--- config.mk ---
export PLATFORM = sky130hd
export DESIGN_NAME = tcc_timer
export DESIGN_NICKNAME = d
export VERILOG_FILES = /design/src/hdl/tcc_pkg.sv /design/src/hdl/tcc_edge_det.sv /design/src/hdl/tcc_prescale.sv /design/src/hdl/tcc_timer.sv
export SDC_FILE = /design/constraint.sdc
export NUM_CORES = 1
export LEC_CHECK = 0
export BUFFER_PORTS_ARGS = -buffer_cell sky130_fd_sc_hd__buf_4
export CAP_MARGIN = 20
export CORE_ASPECT_RATIO = 0.7
export CORE_MARGIN = 2
export CORE_UTILIZATION = 50
export DETAILED_ROUTE_END_ITERATION = 10
export MAX_ROUTING_LAYER = met4
export PLACE_DENSITY = 0.67
export SYNTH_ARGS = -nofsm -noshare
export SYNTH_HDL_FRONTEND = slang
export SYNTH_SLANG_ARGS = --single-unit
export TNS_END_PERCENT = 10
--- constraint.sdc ---
create_clock -name I_CLK_SYS -period 3 [get_ports I_CLK_SYS]
set_input_delay 0.6 -clock I_CLK_SYS [delete_from_list [all_inputs] [get_ports I_CLK_SYS]]
set_output_delay 0.6 -clock I_CLK_SYS [all_outputs]
set_load 0.03 [all_outputs]
--- src/hdl/tcc_pkg.sv ---
// Purpose: constants, register map and mode types of the timer/counter block
// Assumes: 8-bit register bus, 16-bit counter, one system clock
// Notes: addresses are byte addresses on the 8-bit bus
package tcc_pkg;

  // window of the shared 8-bit map owned by this block
  localparam logic [7:0] ADDR_FIRST = 8'h5E;
  localparam logic [7:0] ADDR_LAST = 8'h6F;

  // register offsets
  localparam logic [7:0] OFF_CLOCK_SOURCE_CTRL = 8'h5E;
  localparam logic [7:0] OFF_MODE_CTRL = 8'h5F;
  localparam logic [7:0] OFF_TOP_LOW = 8'h60;
  localparam logic [7:0] OFF_TOP_HIGH = 8'h61;
  localparam logic [7:0] OFF_COMPARE_LOW = 8'h62;
  localparam logic [7:0] OFF_COMPARE_HIGH = 8'h63;
  localparam logic [7:0] OFF_COUNT_LOW = 8'h64;
  localparam logic [7:0] OFF_COUNT_HIGH = 8'h65;
  localparam logic [7:0] OFF_CAPTURE_LOW = 8'h66;
  localparam logic [7:0] OFF_CAPTURE_HIGH = 8'h67;
  localparam logic [7:0] OFF_IRQ_FLAGS = 8'h68;
  localparam logic [7:0] OFF_IRQ_ENABLES = 8'h69;

  // field positions
  localparam int SRC_BIT = 0;
  localparam int EDGE_BIT = 1;
  localparam int CAPT_EN_BIT = 2;
  localparam int MODE_LSB = 0;
  localparam int OUTF_LSB = 2;
  localparam int DIV_LSB = 4;
  localparam int IRQ_OVF_BIT = 0;
  localparam int IRQ_CMP_BIT = 1;
  localparam int IRQ_CAPT_BIT = 2;

  // divider select codes and terminal counts (divide minus one)
  localparam logic [2:0] DIV_SEL_STOP = 3'h0;
  localparam logic [2:0] DIV_SEL_1 = 3'h1;
  localparam logic [2:0] DIV_SEL_8 = 3'h2;
  localparam logic [2:0] DIV_SEL_64 = 3'h3;
  localparam logic [2:0] DIV_SEL_256 = 3'h4;
  localparam logic [2:0] DIV_SEL_1024 = 3'h5;
  localparam logic [9:0] DIV_TERM_1 = 10'h000;
  localparam logic [9:0] DIV_TERM_8 = 10'h007;
  localparam logic [9:0] DIV_TERM_64 = 10'h03F;
  localparam logic [9:0] DIV_TERM_256 = 10'h0FF;
  localparam logic [9:0] DIV_TERM_1024 = 10'h3FF;

  // values after reset, also the configuration data when no bus is present
  localparam logic [7:0] RST_CLOCK_SOURCE_CTRL = 8'h00;
  localparam logic [7:0] RST_MODE_CTRL = 8'h10;
  localparam logic [15:0] RST_TOP = 16'hFFFF;
  localparam logic [15:0] RST_COMPARE = 16'h0000;
  localparam logic [7:0] RST_IRQ_ENABLES = 8'h00;
  localparam logic [15:0] COUNT_ZERO = 16'h0000;
  localparam logic [15:0] COUNT_ONE = 16'h0001;

  typedef enum logic [1:0] {
    CLEAR_ON_TOP_MODE,
    EXPIRY_MODE,
    SINGLE_SLOPE_PWM_MODE,
    DUAL_SLOPE_PWM_MODE
  } tcc_mode_t;

  typedef enum logic [1:0] {
    OUT_HELD_LOW,
    OUT_TOGGLE,
    WAVEFORM_OUT,
    INVERTED_WAVEFORM_OUT
  } tcc_outf_t;

  typedef enum logic {
    DIR_UP,
    DIR_DOWN
  } tcc_dir_t;

endpackage

--- src/hdl/tcc_edge_det.sv ---
// Purpose: sample a slow pin on the system clock and flag its edges
// Assumes: pin toggles slower than half the system clock
// Notes: edge pulses lag the pin by three system clock edges
`timescale 1ns/1ps
module tcc_edge_det
  import tcc_pkg::*;
(
  input wire logic i_clk,
  input wire logic i_resetn,
  input wire logic i_sig,
  output logic o_rise,
  output logic o_fall
);

  logic sync_a;
  logic sync_b;
  logic prev;

  // first stage is read only by the second stage
  always_ff @(posedge i_clk or negedge i_resetn) begin
    if (!i_resetn) begin
      sync_a <= 1'b0;
      sync_b <= 1'b0;
      prev <= 1'b0;
      o_rise <= 1'b0;
      o_fall <= 1'b0;
    end else begin
      sync_a <= i_sig;
      sync_b <= sync_a;
      prev <= sync_b;
      o_rise <= sync_b & ~prev;
      o_fall <= ~sync_b & prev;
    end
  end

endmodule

--- src/hdl/tcc_prescale.sv ---
// Purpose: divide counter clock edges into counter ticks
// Assumes: one edge pulse per selected source edge
// Notes: select zero or an unused code stops all ticks
`timescale 1ns/1ps
module tcc_prescale
  import tcc_pkg::*;
(
  input wire logic i_clk,
  input wire logic i_resetn,
  input wire logic i_edge,
  input wire logic [2:0] i_sel,
  input wire logic i_clear,
  output logic o_tick
);

  logic [9:0] div_cnt;
  logic [9:0] term;
  logic run;
  logic at_term;

  // terminal count of the chosen divider
  assign run = (i_sel >= DIV_SEL_1) && (i_sel <= DIV_SEL_1024);
  assign term = (i_sel == DIV_SEL_8) ? DIV_TERM_8 :
                (i_sel == DIV_SEL_64) ? DIV_TERM_64 :
                (i_sel == DIV_SEL_256) ? DIV_TERM_256 :
                (i_sel == DIV_SEL_1024) ? DIV_TERM_1024 : DIV_TERM_1;
  assign at_term = (div_cnt >= term);

  // divider chain; a stopped divider holds its count and emits nothing
  always_ff @(posedge i_clk or negedge i_resetn) begin
    if (!i_resetn) begin
      div_cnt <= 10'h000;
      o_tick <= 1'b0;
    end else if (i_clear) begin
      div_cnt <= 10'h000;
      o_tick <= 1'b0;
    end else begin
      o_tick <= run && i_edge && at_term;
      if (run && i_edge) begin
        div_cnt <= at_term ? 10'h000 : div_cnt + 10'h001;
      end
    end
  end

endmodule

--- src/hdl/tcc_timer.sv ---
// Purpose: 16-bit timer/counter with mode, output function and interrupts
// Assumes: 8-bit bus master on the system clock; clock pins are slow levels
// Notes: with BUS_USED at zero the registers keep their configuration values
`timescale 1ns/1ps
module tcc_timer
  import tcc_pkg::*;
#(
  parameter bit BUS_USED = 1'b1,
  parameter logic [7:0] CFG_CLOCK_SOURCE_CTRL = RST_CLOCK_SOURCE_CTRL,
  parameter logic [7:0] CFG_MODE_CTRL = RST_MODE_CTRL,
  parameter logic [15:0] CFG_TOP = RST_TOP,
  parameter logic [15:0] CFG_COMPARE = RST_COMPARE,
  parameter logic [7:0] CFG_IRQ_ENABLES = RST_IRQ_ENABLES
) (
  input wire logic I_CLK_SYS,
  input wire logic I_RESETN,
  input wire logic I_WB_CYC,
  input wire logic I_WB_STB,
  input wire logic I_WB_WE,
  input wire logic [7:0] I_WB_ADR,
  input wire logic [7:0] I_WB_DAT,
  output logic [7:0] O_WB_DAT,
  output logic O_WB_ACK,
  input wire logic I_TIMER_CLOCK_IN,
  input wire logic I_OSC_CLK,
  input wire logic I_TIMER_RESET_LOW_N,
  input wire logic I_CAPTURE_TRIGGER_IN,
  output logic O_TIMER_OUTPUT,
  output logic O_TIMER_IRQ_OUT
);

  // address match shared by every register decode
  function automatic logic reg_hit(input logic [7:0] adr, input logic [7:0] off);
    reg_hit = (adr == off);
  endfunction

  // registers
  logic [7:0] clock_source_ctrl;
  logic [7:0] mode_output_prescale_ctrl;
  logic [7:0] top_value_high;
  logic [7:0] top_value_low;
  logic [7:0] compare_value_high;
  logic [7:0] compare_value_low;
  logic [7:0] irq_enables;
  logic [2:0] irq_flags;
  logic [15:0] active_top_value;
  logic [15:0] active_compare_value;
  logic [15:0] counter_value;
  logic [15:0] captured_count;
  tcc_dir_t dir;
  logic wave;

  // next values
  logic [15:0] next_count;
  logic [15:0] next_top;
  logic [15:0] next_compare;
  tcc_dir_t next_dir;
  logic next_wave;
  logic overflow_flag;
  logic compare_match_flag;
  logic capture_event_flag;

  // field views
  tcc_mode_t count_mode_field;
  tcc_outf_t output_function_field;
  logic [2:0] divider_select;
  logic clock_source_select;
  logic clock_edge_select;
  logic capture_enable;
  logic [15:0] top_value_staging;
  logic [15:0] compare_value_staging;

  assign count_mode_field = tcc_mode_t'(mode_output_prescale_ctrl[MODE_LSB +: 2]);
  assign output_function_field = tcc_outf_t'(mode_output_prescale_ctrl[OUTF_LSB +: 2]);
  assign divider_select = mode_output_prescale_ctrl[DIV_LSB +: 3];
  assign clock_source_select = clock_source_ctrl[SRC_BIT];
  assign clock_edge_select = clock_source_ctrl[EDGE_BIT];
  assign capture_enable = clock_source_ctrl[CAPT_EN_BIT];
  // high byte register carries bits 15:8
  assign top_value_staging = {top_value_high, top_value_low};
  assign compare_value_staging = {compare_value_high, compare_value_low};

  // edge detection of the two clock sources and the capture pin
  logic user_rise;
  logic user_fall;
  logic osc_rise;
  logic osc_fall;
  logic capt_rise;

  tcc_edge_det u_user_clk (
    .i_clk(I_CLK_SYS),
    .i_resetn(I_RESETN),
    .i_sig(I_TIMER_CLOCK_IN),
    .o_rise(user_rise),
    .o_fall(user_fall)
  );

  tcc_edge_det u_osc_clk (
    .i_clk(I_CLK_SYS),
    .i_resetn(I_RESETN),
    .i_sig(I_OSC_CLK),
    .o_rise(osc_rise),
    .o_fall(osc_fall)
  );

  tcc_edge_det u_capture (
    .i_clk(I_CLK_SYS),
    .i_resetn(I_RESETN),
    .i_sig(I_CAPTURE_TRIGGER_IN),
    .o_rise(capt_rise),
    .o_fall()
  );

  // four-way pick of source and edge
  logic user_clk_rising;
  logic user_clk_falling;
  logic osc_clk_rising;
  logic osc_clk_falling;
  logic src_edge;

  assign user_clk_rising = !clock_source_select && !clock_edge_select && user_rise;
  assign user_clk_falling = !clock_source_select && clock_edge_select && user_fall;
  assign osc_clk_rising = clock_source_select && !clock_edge_select && osc_rise;
  assign osc_clk_falling = clock_source_select && clock_edge_select && osc_fall;
  assign src_edge = user_clk_rising | user_clk_falling | osc_clk_rising |
                    osc_clk_falling;

  // divider; the timer reset pin also restarts it so the first period is whole
  logic tick;

  tcc_prescale u_prescale (
    .i_clk(I_CLK_SYS),
    .i_resetn(I_RESETN),
    .i_edge(src_edge),
    .i_sel(divider_select),
    .i_clear(!I_TIMER_RESET_LOW_N),
    .o_tick(tick)
  );

  // match terms
  logic top_match;
  logic cmp_match;
  logic pwm_mode;
  assign top_match = (counter_value == active_top_value);
  assign cmp_match = (counter_value == active_compare_value);
  assign pwm_mode = (count_mode_field == SINGLE_SLOPE_PWM_MODE) ||
                    (count_mode_field == DUAL_SLOPE_PWM_MODE);

  // count sequence, value reload and event pulses per mode
  always_comb begin
    next_count = counter_value;
    next_top = active_top_value;
    next_compare = active_compare_value;
    next_dir = dir;
    overflow_flag = 1'b0;
    compare_match_flag = 1'b0;
    if (tick) begin
      compare_match_flag = cmp_match;
      case (count_mode_field)
        DUAL_SLOPE_PWM_MODE: begin
          case (dir)
            DIR_UP: begin
              if (top_match || counter_value > active_top_value) begin
                next_dir = DIR_DOWN;
                next_count = counter_value - COUNT_ONE;
              end else begin
                next_count = counter_value + COUNT_ONE;
              end
            end
            DIR_DOWN: begin
              if (counter_value == COUNT_ONE || counter_value == COUNT_ZERO) begin
                // reload on the way into zero keeps the period symmetric
                next_count = COUNT_ZERO;
                next_dir = DIR_UP;
                next_top = top_value_staging;
                next_compare = compare_value_staging;
                overflow_flag = 1'b1;
              end else begin
                next_count = counter_value - COUNT_ONE;
              end
            end
            default: begin
              next_dir = DIR_UP;
            end
          endcase
        end
        default: begin
          next_dir = DIR_UP;
          if (top_match) begin
            next_count = COUNT_ZERO;
            next_top = top_value_staging;
            next_compare = compare_value_staging;
            overflow_flag = 1'b1;
          end else begin
            next_count = counter_value + COUNT_ONE;
          end
        end
      endcase
    end
  end

  // output function; toggle follows top in plain counting, compare in pwm
  always_comb begin
    next_wave = wave;
    if (tick) begin
      case (output_function_field)
        OUT_TOGGLE: begin
          if (pwm_mode ? cmp_match : top_match) begin
            next_wave = ~wave;
          end
        end
        WAVEFORM_OUT, INVERTED_WAVEFORM_OUT: begin
          if (count_mode_field == DUAL_SLOPE_PWM_MODE) begin
            if (cmp_match) begin
              next_wave = (dir == DIR_UP); // set going up, clear going down
            end
          end else if (top_match) begin
            next_wave = 1'b0;
          end else if (cmp_match) begin
            next_wave = 1'b1;
          end
        end
        default: begin
          next_wave = 1'b0;
        end
      endcase
    end
  end

  // capture only outside the pwm modes
  assign capture_event_flag = capture_enable && !pwm_mode && capt_rise;

  // counter state; the timer reset pin clears count and direction only
  always_ff @(posedge I_CLK_SYS or negedge I_RESETN) begin
    if (!I_RESETN) begin
      counter_value <= COUNT_ZERO;
      dir <= DIR_UP;
      wave <= 1'b0;
      active_top_value <= CFG_TOP;
      active_compare_value <= CFG_COMPARE;
    end else if (!I_TIMER_RESET_LOW_N) begin
      counter_value <= COUNT_ZERO;
      dir <= DIR_UP;
    end else begin
      counter_value <= next_count;
      dir <= next_dir;
      wave <= next_wave;
      active_top_value <= next_top;
      active_compare_value <= next_compare;
    end
  end

  // captured count for the bus
  always_ff @(posedge I_CLK_SYS or negedge I_RESETN) begin
    if (!I_RESETN) begin
      captured_count <= COUNT_ZERO;
    end else if (capture_event_flag) begin
      captured_count <= counter_value;
    end
  end

  // timer output pin; held-low wins over any pending waveform state
  logic next_pin;
  assign next_pin = (output_function_field == OUT_HELD_LOW) ? 1'b0 :
                    (output_function_field == INVERTED_WAVEFORM_OUT) ? ~wave : wave;

  // bus access; one-cycle ack for addresses inside this block's window
  logic bus_req;
  logic in_window;
  logic wr;
  assign in_window = (I_WB_ADR >= ADDR_FIRST) && (I_WB_ADR <= ADDR_LAST);
  assign bus_req = BUS_USED && I_WB_CYC && I_WB_STB && in_window && !O_WB_ACK;
  assign wr = bus_req && I_WB_WE;

  // write-one-to-clear with hardware set winning the same cycle
  logic [2:0] irq_set;
  logic [2:0] irq_clr;
  assign irq_set[IRQ_OVF_BIT] = overflow_flag && irq_enables[IRQ_OVF_BIT];
  assign irq_set[IRQ_CMP_BIT] = compare_match_flag && irq_enables[IRQ_CMP_BIT];
  assign irq_set[IRQ_CAPT_BIT] = capture_event_flag && irq_enables[IRQ_CAPT_BIT];
  assign irq_clr = (wr && reg_hit(I_WB_ADR, OFF_IRQ_FLAGS)) ? I_WB_DAT[2:0] : 3'h0;

  // read data selection
  logic [7:0] rd_data;
  assign rd_data =
    reg_hit(I_WB_ADR, OFF_CLOCK_SOURCE_CTRL) ? clock_source_ctrl :
    reg_hit(I_WB_ADR, OFF_MODE_CTRL) ? mode_output_prescale_ctrl :
    reg_hit(I_WB_ADR, OFF_TOP_LOW) ? top_value_low :
    reg_hit(I_WB_ADR, OFF_TOP_HIGH) ? top_value_high :
    reg_hit(I_WB_ADR, OFF_COMPARE_LOW) ? compare_value_low :
    reg_hit(I_WB_ADR, OFF_COMPARE_HIGH) ? compare_value_high :
    reg_hit(I_WB_ADR, OFF_COUNT_LOW) ? counter_value[7:0] :
    reg_hit(I_WB_ADR, OFF_COUNT_HIGH) ? counter_value[15:8] :
    reg_hit(I_WB_ADR, OFF_CAPTURE_LOW) ? captured_count[7:0] :
    reg_hit(I_WB_ADR, OFF_CAPTURE_HIGH) ? captured_count[15:8] :
    reg_hit(I_WB_ADR, OFF_IRQ_FLAGS) ? {5'h00, irq_flags} :
    reg_hit(I_WB_ADR, OFF_IRQ_ENABLES) ? irq_enables : 8'h00;

  // control registers; without the bus these keep the configuration data
  always_ff @(posedge I_CLK_SYS or negedge I_RESETN) begin
    if (!I_RESETN) begin
      clock_source_ctrl <= CFG_CLOCK_SOURCE_CTRL;
      mode_output_prescale_ctrl <= CFG_MODE_CTRL;
      irq_enables <= CFG_IRQ_ENABLES;
    end else if (wr) begin
      if (reg_hit(I_WB_ADR, OFF_CLOCK_SOURCE_CTRL)) begin
        clock_source_ctrl <= I_WB_DAT;
      end
      if (reg_hit(I_WB_ADR, OFF_MODE_CTRL)) begin
        mode_output_prescale_ctrl <= I_WB_DAT;
      end
      if (reg_hit(I_WB_ADR, OFF_IRQ_ENABLES)) begin
        irq_enables <= I_WB_DAT;
      end
    end
  end

  // staging registers for top and compare
  always_ff @(posedge I_CLK_SYS or negedge I_RESETN) begin
    if (!I_RESETN) begin
      top_value_high <= CFG_TOP[15:8];
      top_value_low <= CFG_TOP[7:0];
      compare_value_high <= CFG_COMPARE[15:8];
      compare_value_low <= CFG_COMPARE[7:0];
    end else if (wr) begin
      if (reg_hit(I_WB_ADR, OFF_TOP_HIGH)) begin
        top_value_high <= I_WB_DAT;
      end
      if (reg_hit(I_WB_ADR, OFF_TOP_LOW)) begin
        top_value_low <= I_WB_DAT;
      end
      if (reg_hit(I_WB_ADR, OFF_COMPARE_HIGH)) begin
        compare_value_high <= I_WB_DAT;
      end
      if (reg_hit(I_WB_ADR, OFF_COMPARE_LOW)) begin
        compare_value_low <= I_WB_DAT;
      end
    end
  end

  // sticky interrupt flags
  always_ff @(posedge I_CLK_SYS or negedge I_RESETN) begin
    if (!I_RESETN) begin
      irq_flags <= 3'h0;
    end else begin
      irq_flags <= (irq_flags & ~irq_clr) | irq_set;
    end
  end

  // bus answer and pins; standalone use reports overflow alone
  always_ff @(posedge I_CLK_SYS or negedge I_RESETN) begin
    if (!I_RESETN) begin
      O_WB_ACK <= 1'b0;
      O_WB_DAT <= 8'h00;
      O_TIMER_OUTPUT <= 1'b0;
      O_TIMER_IRQ_OUT <= 1'b0;
    end else begin
      O_WB_ACK <= bus_req;
      O_WB_DAT <= bus_req ? rd_data : 8'h00;
      O_TIMER_OUTPUT <= next_pin;
      O_TIMER_IRQ_OUT <= BUS_USED ? (|(irq_flags & ~irq_clr | irq_set)) :
                         overflow_flag;
    end
  end

endmodule

# Yosys cells after proc, flatten, opt, wreduce, memory -nomap -nowiden
# Index checks and enable logic that the tools add are counted.
dict set report totals {
  input_bits 25
  output_inout_bits 11
  register_bits 161
  elab_cells 193
}
dict set report classes {
  magnitude_cmp 6
  bitwise_logic 18
  n_eq_ne 31
  muxes 58
  reduce_logical 43
  n_addsub 3
}
# operator n
set op_table {}
lappend op_table {{two-way mux 16 bit} 14}
lappend op_table {{two-way mux 8 bit} 13}
lappend op_table {{equality test 8 x 7 -> 1 bit (second input constant)} 12}
lappend op_table {{two-way mux 10 bit} 7}
lappend op_table {{equality test 16 bit} 2}
lappend op_table {{one-hot mux 16 bit (2 select lines)} 1}
lappend op_table {{logical AND 1 bit} 22}
lappend op_table {{two-way mux 1 bit} 20}
lappend op_table {{adder 16 x 1 -> 16 bit (second input constant)} 1}
lappend op_table {{equality test 16 x 1 -> 1 bit (second input constant)} 1}
lappend op_table {{> comparator 16 bit} 1}
lappend op_table {{logical NOT 16 bit} 1}
lappend op_table {{subtractor 16 x 1 -> 16 bit (second input constant)} 1}
lappend op_table {{AND reduction 2 bit} 7}
lappend op_table {{adder 10 x 1 -> 10 bit (second input constant)} 1}
lappend op_table {{>= comparator 10 bit} 1}
lappend op_table {{AND reduction 5 bit} 2}
lappend op_table {{equality test 2 bit (second input constant)} 4}
lappend op_table {{>= comparator 8 x 7 -> 1 bit (second input constant)} 1}
lappend op_table {{less-or-equal comparator 8 x 7 -> 1 bit (second input constant)} 1}
lappend op_table {{inverter 1 bit} 7}
lappend op_table {{equality test 3 x 2 -> 1 bit (second input constant)} 2}
lappend op_table {{equality test 3 bit (second input constant)} 2}
lappend op_table {{!= test 2 x 1 -> 1 bit (second input constant)} 3}
lappend op_table {{18 further kinds} 32}

# Logic depth before layout (Yosys ltp)
dict set report depth {
  depth_word 14
  ltp_mapped 11
  ltp_nobuf 10
}

# Cells and area by module
# Synthesis repeated with hierarchy kept, for this count alone.
dict set report hier_totals {
  cells_unflattened 819
  area_unflattened_um2 8727.1
}
# mod cells_each seq_area_each_um2 n_inst area_per_inst_um2
set modules_own_cells {}
lappend modules_own_cells {tcc_timer 707 3444.6 1 7452.1}
lappend modules_own_cells {tcc_prescale 91 275.3 1 854.6}
lappend modules_own_cells {tcc_edge_det 7 125.1 3 140.1}

# Worst setup path before layout
# Ideal clock, no wire load.
dict set report synth_timing {
  kind {flip-flop to flip-flop}
  from {register active_top_value[7]}
  to {register counter_value[15]}
  stages_incl_launch_ff 10
  synth_period_minus_slack_ns 2.609
  arrival_time_ns 2.533
  required_time_ns 2.923
  path_slack_ns 0.391
  path_buffers 0
  setup_ns 0.077
  cell_sequence {dfstp_2 inv_1 ha_1 a211oi_2 nand2_1 o311ai_2 nand3_2 or4_1 a211o_1 o21ai_1}
}
dict set report synth_between {
  elab_chain_len 7
  word_cells_on_any_way 9
  cone_classes {order compare: 1; eq/ne: 1; mux: 6; reduce/logical: 1}
}
# element line_no
set synth_lines {}
lappend synth_lines {{start, declared} tcc_timer.sv:46} ;# logic [15:0] active_top_value;
lappend synth_lines {{start signal, assigned} tcc_timer.sv:248} ;# active_top_value <= next_top;
lappend synth_lines {{> comparator 16 bit or equality test 16 bit (tied branches)} {tcc_timer.sv:163, tcc_timer.sv:144}}
lappend synth_lines {{logical OR 1 bit} tcc_timer.sv:163} ;# if (top_match || counter_value > active_top_value) begin
lappend synth_lines {{two-way mux 16 bit} tcc_timer.sv:163}
lappend synth_lines {{one-hot mux 16 bit (2 select lines)} tcc_timer.sv:161} ;# case (dir)
lappend synth_lines {{two-way mux 16 bit (*)} tcc_timer.sv:159} ;# case (count_mode_field)
lappend synth_lines {{two-way mux 16 bit (*)} tcc_timer.sv:157} ;# if (tick) begin
lappend synth_lines {{two-way mux 16 bit (*)} tcc_timer.sv:241} ;# end else if (!I_TIMER_RESET_LOW_N) begin
lappend synth_lines {{end signal, assigned} tcc_timer.sv:245} ;# counter_value <= next_count;
lappend synth_lines {{end, declared} tcc_timer.sv:48} ;# logic [15:0] counter_value;
# Mark *: on every way between the ends. The rest lies on a longest branch, timed or not. The select of a mux whose other input is x is not followed.
# A chain may end at the register's enable or synchronous reset.

# Worst setup path after layout
dict set report layout_timing {
  from {register active_top_value[7]}
  to {register counter_value[14]}
}
# The elaborated chain is that of the path after synthesis.

==> out/results.env <==
RESULT_OF_THE_RUN='complete, no violations'
WL_UM=24300
POSTCTSSETUPREPAIRBUFS=0
AREA.GROWTH.SYNTH_TO_FINAL_PCT=15.5
SEQ_POWER_SHARE_PCT=46.6
SYNTHESIS.INSTANCES=827
CP_SLOWEST_STAGE_DELAY_PS=510
FINAL.FILL_COUNT=1419
COMB_POWER_SHARE_PCT=5.1
PLACE_WS_PS=141
LEAKAGEPOWER_uW=0.00462
AVGVIACOUNTPERCELL=6.14
RSZ0062_AT_GRT='no'
ROUTED-VIA-COUNT=6897
NUM_ROWS=40
NUMBER_OF_DISTINCT_LIBRARY_CELL_VARIANTS_IN_THE_GATE_LEVEL_NETLIST_AFTER_SYNTHESIS=73
CTS-BUFFERS-INSERTED=17
CTS.CLK_SLEW.WORST_PATHS_PS=70
SYNTH-COMPOUND-AREA-SHARE_PCT=13.3
FLIP_FLOP_AND_LATCH_AREA_UM2=4070
SLEW_VIOL_FINAL=0
NETLIST_TOP_CELLS_COUNT='128 x sky130_fd_sc_hd__dfrtp_1, 95 x sky130_fd_sc_hd__nand2_1, 78 x sky130_fd_sc_hd__mux2_2, 54 x sky130_fd_sc_hd__o21ai_0, 42 x sky130_fd_sc_hd__nor2_1'
MULTIINPUTGATEAREA_UM2=4200
SIMPLE_GATE_PORTION_OF_THE_SYNTHESIZED_AREA_PCT=15.8
SYN_NETS=882
ANTENNA_LEFT=0
GRTUSAGETOTAL_PCT=29.0
HP-CLASS='in -> async'
ROOT_BUFFER='sky130_fd_sc_hd__clkbuf_16'
CRIT_END_ELEMENT='register'
POWER_DENSITY_nW_PER_UM2=477
MUXSHAREOFSYNTHAREA_PCT=12.7
DETAIL_ROUTE.FIRST_PASS.ITERATIONS=5
PORT_BUFFERS=35
P_INT_uW=3550
HTREEDEPTH=4
WORST_EP_REQUIRED_TIME_PS=3330
INITIAL_UTILIZATION_PCT=50.5
FLOORPLAN.DIE_AREA_UM2=18200
GRT-OVFL-TOTAL=0
SYNTHXORXNORAREAFRAC_PCT=2.55
DESIGN.CORE.AREA_UM2=17000
CLOCK-SINKS=161
FIN_NETS=934
PLACE_CONGESTION=0.950
ANTENNA_VIOLATIONS_BEFORE_REPAIR=0
FIN_SETUP_TNS_PS=0
SETUP_SLACK_PS=196
CP-START-KIND='register'
REGTOREGSETUPSLACK_PS=200
FINCLKSKEW_PS=7.96
SWSHARE_PCT=24.8
FINALCRITPERIODSHARE_PCT=93.5
DIE_W_UM=161
GRT_FIRST_PASS_WIRELENGTH_UM=38900
CRIT_PATH_CELL_TRACE='inv_1 > ha_1 > a211oi_2 > nand2_1 > o311a_1 > o31a_1 > a32o_1 > mux2i_1 > a21o_1'
CLK_PATH_BUF_DEPTH=2
CRITPATHARRIVALTIME_PS=3130
SLEW_AT_THE_PIN_CLOSEST_TO_ITS_MAX_SLEW_LIMIT_PS=845
I_O_PINS=36
YOSYSSEQAREASHARE_PCT=47.5
NUMBER_OF_FLOPS_MAPPED_TO_ENABLE_CELLS_BY_YOSYS=0
MAIN_COMBINATIONAL_CELL_FAMILY_BY_AREA_AFTER_SYNTHESIS='simple AND/OR/NAND/NOR gates'
R2R_CELLS=9
SLOWEST_STAGE='sky130_fd_sc_hd__dfstp_2'
DP_CELLS=1091
SYNTH_FA_HA_AREA_SHARE_PCT=4.38
TIMING.MAX_CAP.VIOLATIONS=0
WL_PER_CELL_UM=21.6
DRT_FIRST_ITER_VIOLATIONS=725
YS_SEQ_ELEMENTS=161
DRIVE_GT1_SHARE_PCT=26.9
TIMING.FINAL.CRIT_PERIOD_PS=2800
POWER.CLOCK.FRACTION_PCT=48.4
WORST-PATH-BUF-INV=1
SYNTH.LARGEST_AREA_CELL='sky130_fd_sc_hd__dfrtp_1'
PATH_DEPTH=9
IR_DROP_uV=355
CTS.REPAIR.RESIZED=0
TOTAL_SWITCHING_POWER_uW=1170
CRITICALPATHCATEGORY='reg -> reg'
MAXSLEWHEADROOM_PCT=43.4
NUM_ANTENNA_CELLS=0
SYNTH.YOSYS.WARNINGS=0
SYNTHMOSTINSTANTIATEDCELL='sky130_fd_sc_hd__dfrtp_1'
DIEHEIGHT_UM=114
UTILIZATION_PCT=58.4
FIRST_GLOBAL_VIAS=6779
CRIT-REG2REG-LAUNCH='active_top_value[7]'
WORSTREG2REGEND='counter_value[14]'
TOTAL_POWER_uW=4720
HPWLAFTERDP_UM=17700
CRITPATHMAXFANOUT=7
GRT_START_MAX_NET_PINS=75
CTS_HOLD_BUF=0
SETUP_VIOL=0
FINALHOLDVIOLCOUNT=0
MAXCLOCKFREQUENCY_MHz=357
SYNTH.AVG_CELL_AREA_UM2=10.4
INSERTION_DELAY_PS=440
DOMINANT_DELAY_CONTRIBUTOR_BY_CELL_FAMILY_ON_THE_CRITICAL_PATH='compound AO/OA/AOI/OAI gates'
FIN_CELLS=1123
POST_SYNTH_INSTANCE_AREA_UM2=8580
CTS_TREE='done'
ASYNCSETRESETFLOPFRACSYNTH_PCT=100
SYNTH_TOP_AREA_SHARE_PCT=37.4
SYNTH-MAIN-FF-CELL='sky130_fd_sc_hd__dfrtp_1'
POST_SYNTH_MAIN_AREA_CONTRIBUTORS='sky130_fd_sc_hd__dfrtp_1 37%, sky130_fd_sc_hd__mux2_2 10%, sky130_fd_sc_hd__dfstp_2 10%'
DRCVIOLATIONCOUNT=0
-- kinds of logic after synthesis --
logic type / after synthesis
AND/OR/NAND/NOR: 264
AO/OA/AOI/OAI: 173
flip-flops: 161
multiplexers: 95
buffers and inverters: 79
adder cells (fa/ha/maj): 30
XOR/XNOR: 25
-- layout by cell type (no fill, tap or decap), types with 8 or more instances in the layout --
cell / n
sky130_fd_sc_hd__dfrtp_1: 128
sky130_fd_sc_hd__nand2_1: 95
sky130_fd_sc_hd__mux2_2: 78
sky130_fd_sc_hd__buf_4: 74
sky130_fd_sc_hd__o21ai_0: 54
sky130_fd_sc_hd__nor2_1: 41
sky130_fd_sc_hd__inv_1: 34
sky130_fd_sc_hd__dfstp_2: 33
sky130_fd_sc_hd__ha_1: 30
sky130_fd_sc_hd__a21oi_1: 24
sky130_fd_sc_hd__nand3_1: 21
sky130_fd_sc_hd__nand4_1: 19
sky130_fd_sc_hd__xnor2_1: 19
sky130_fd_sc_hd__clkbuf_16: 17
sky130_fd_sc_hd__nand2b_1: 12
sky130_fd_sc_hd__nor2b_1: 11
sky130_fd_sc_hd__nor3_1: 11
sky130_fd_sc_hd__a22oi_1: 11
sky130_fd_sc_hd__mux2i_1: 10
sky130_fd_sc_hd__a31oi_1: 9
sky130_fd_sc_hd__nor4_1: 8
sky130_fd_sc_hd__o22ai_1: 8
-- state kept, by name, indices dropped and copies added, names as in the netlist, 10 cells and up --
register and cells:
captured_count 16, u_prescale.div_cnt 10, active_top_value 16, counter_value 16
active_compare_value 16
-- per-stage QoR --
| step | hold WS [ps] | instance area (µm²) |
|---|---|---|
| 6_report | 123 | 9900 |
| 3_5_place_dp | 344 | 9290 |
| 2_1_floorplan | 304 | 8580 |
| 3_3_place_gp | 335 | 9290 |
| 5_1_grt | 159 | 9900 |
| 4_1_cts | 141 | 9890 |
-- layout make-up --
type / count / share of cell area, %
Clock inverter: 13 / 1.67
Inverter: 35 / 1.33
Tap cell: 231 / 2.92
Sequential cell: 161 / 41.1
Clock buffer: 19 / 4.47
Multi-Input combinational cell: 587 / 42.4
Timing Repair Buffer: 77 / 6.13
-- power by group through the flow --
stage	clock network (µW)	registers (µW)	logic [µW]
2_1_floorplan	0	2230	97.9
3_3_place_gp	0	2240	234
3_5_place_dp	0	2240	239
4_1_cts	2310	2200	240
5_1_grt	2410	2200	264
6_report	2280	2200	239
-- worst max-delay path by stage --
stage / from / to / slack [ps]
floorplan: active_top_value[7] / counter_value[15] / 390
CTS: active_top_value[12] / counter_value[13] / 130
detailed placement: active_top_value[11] / counter_value[13] / 140
global placement: active_top_value[12] / counter_value[13] / 220
global route: counter_value[1] / counter_value[7] / 20
finish: active_top_value[7] / counter_value[14] / 200
-- routing by layer --
| layer | routed length, µm | GRT usage (%) |
|---|---|---|
| met1 | 11400 | 42.2 |
| met2 | 10200 | 40.5 |
| met3 | 2200 | 7.53 |
| met4 | 469 | 7.39 |
| met5 | 0 | - |
Note: power is estimated with default switching activity, not from simulation.
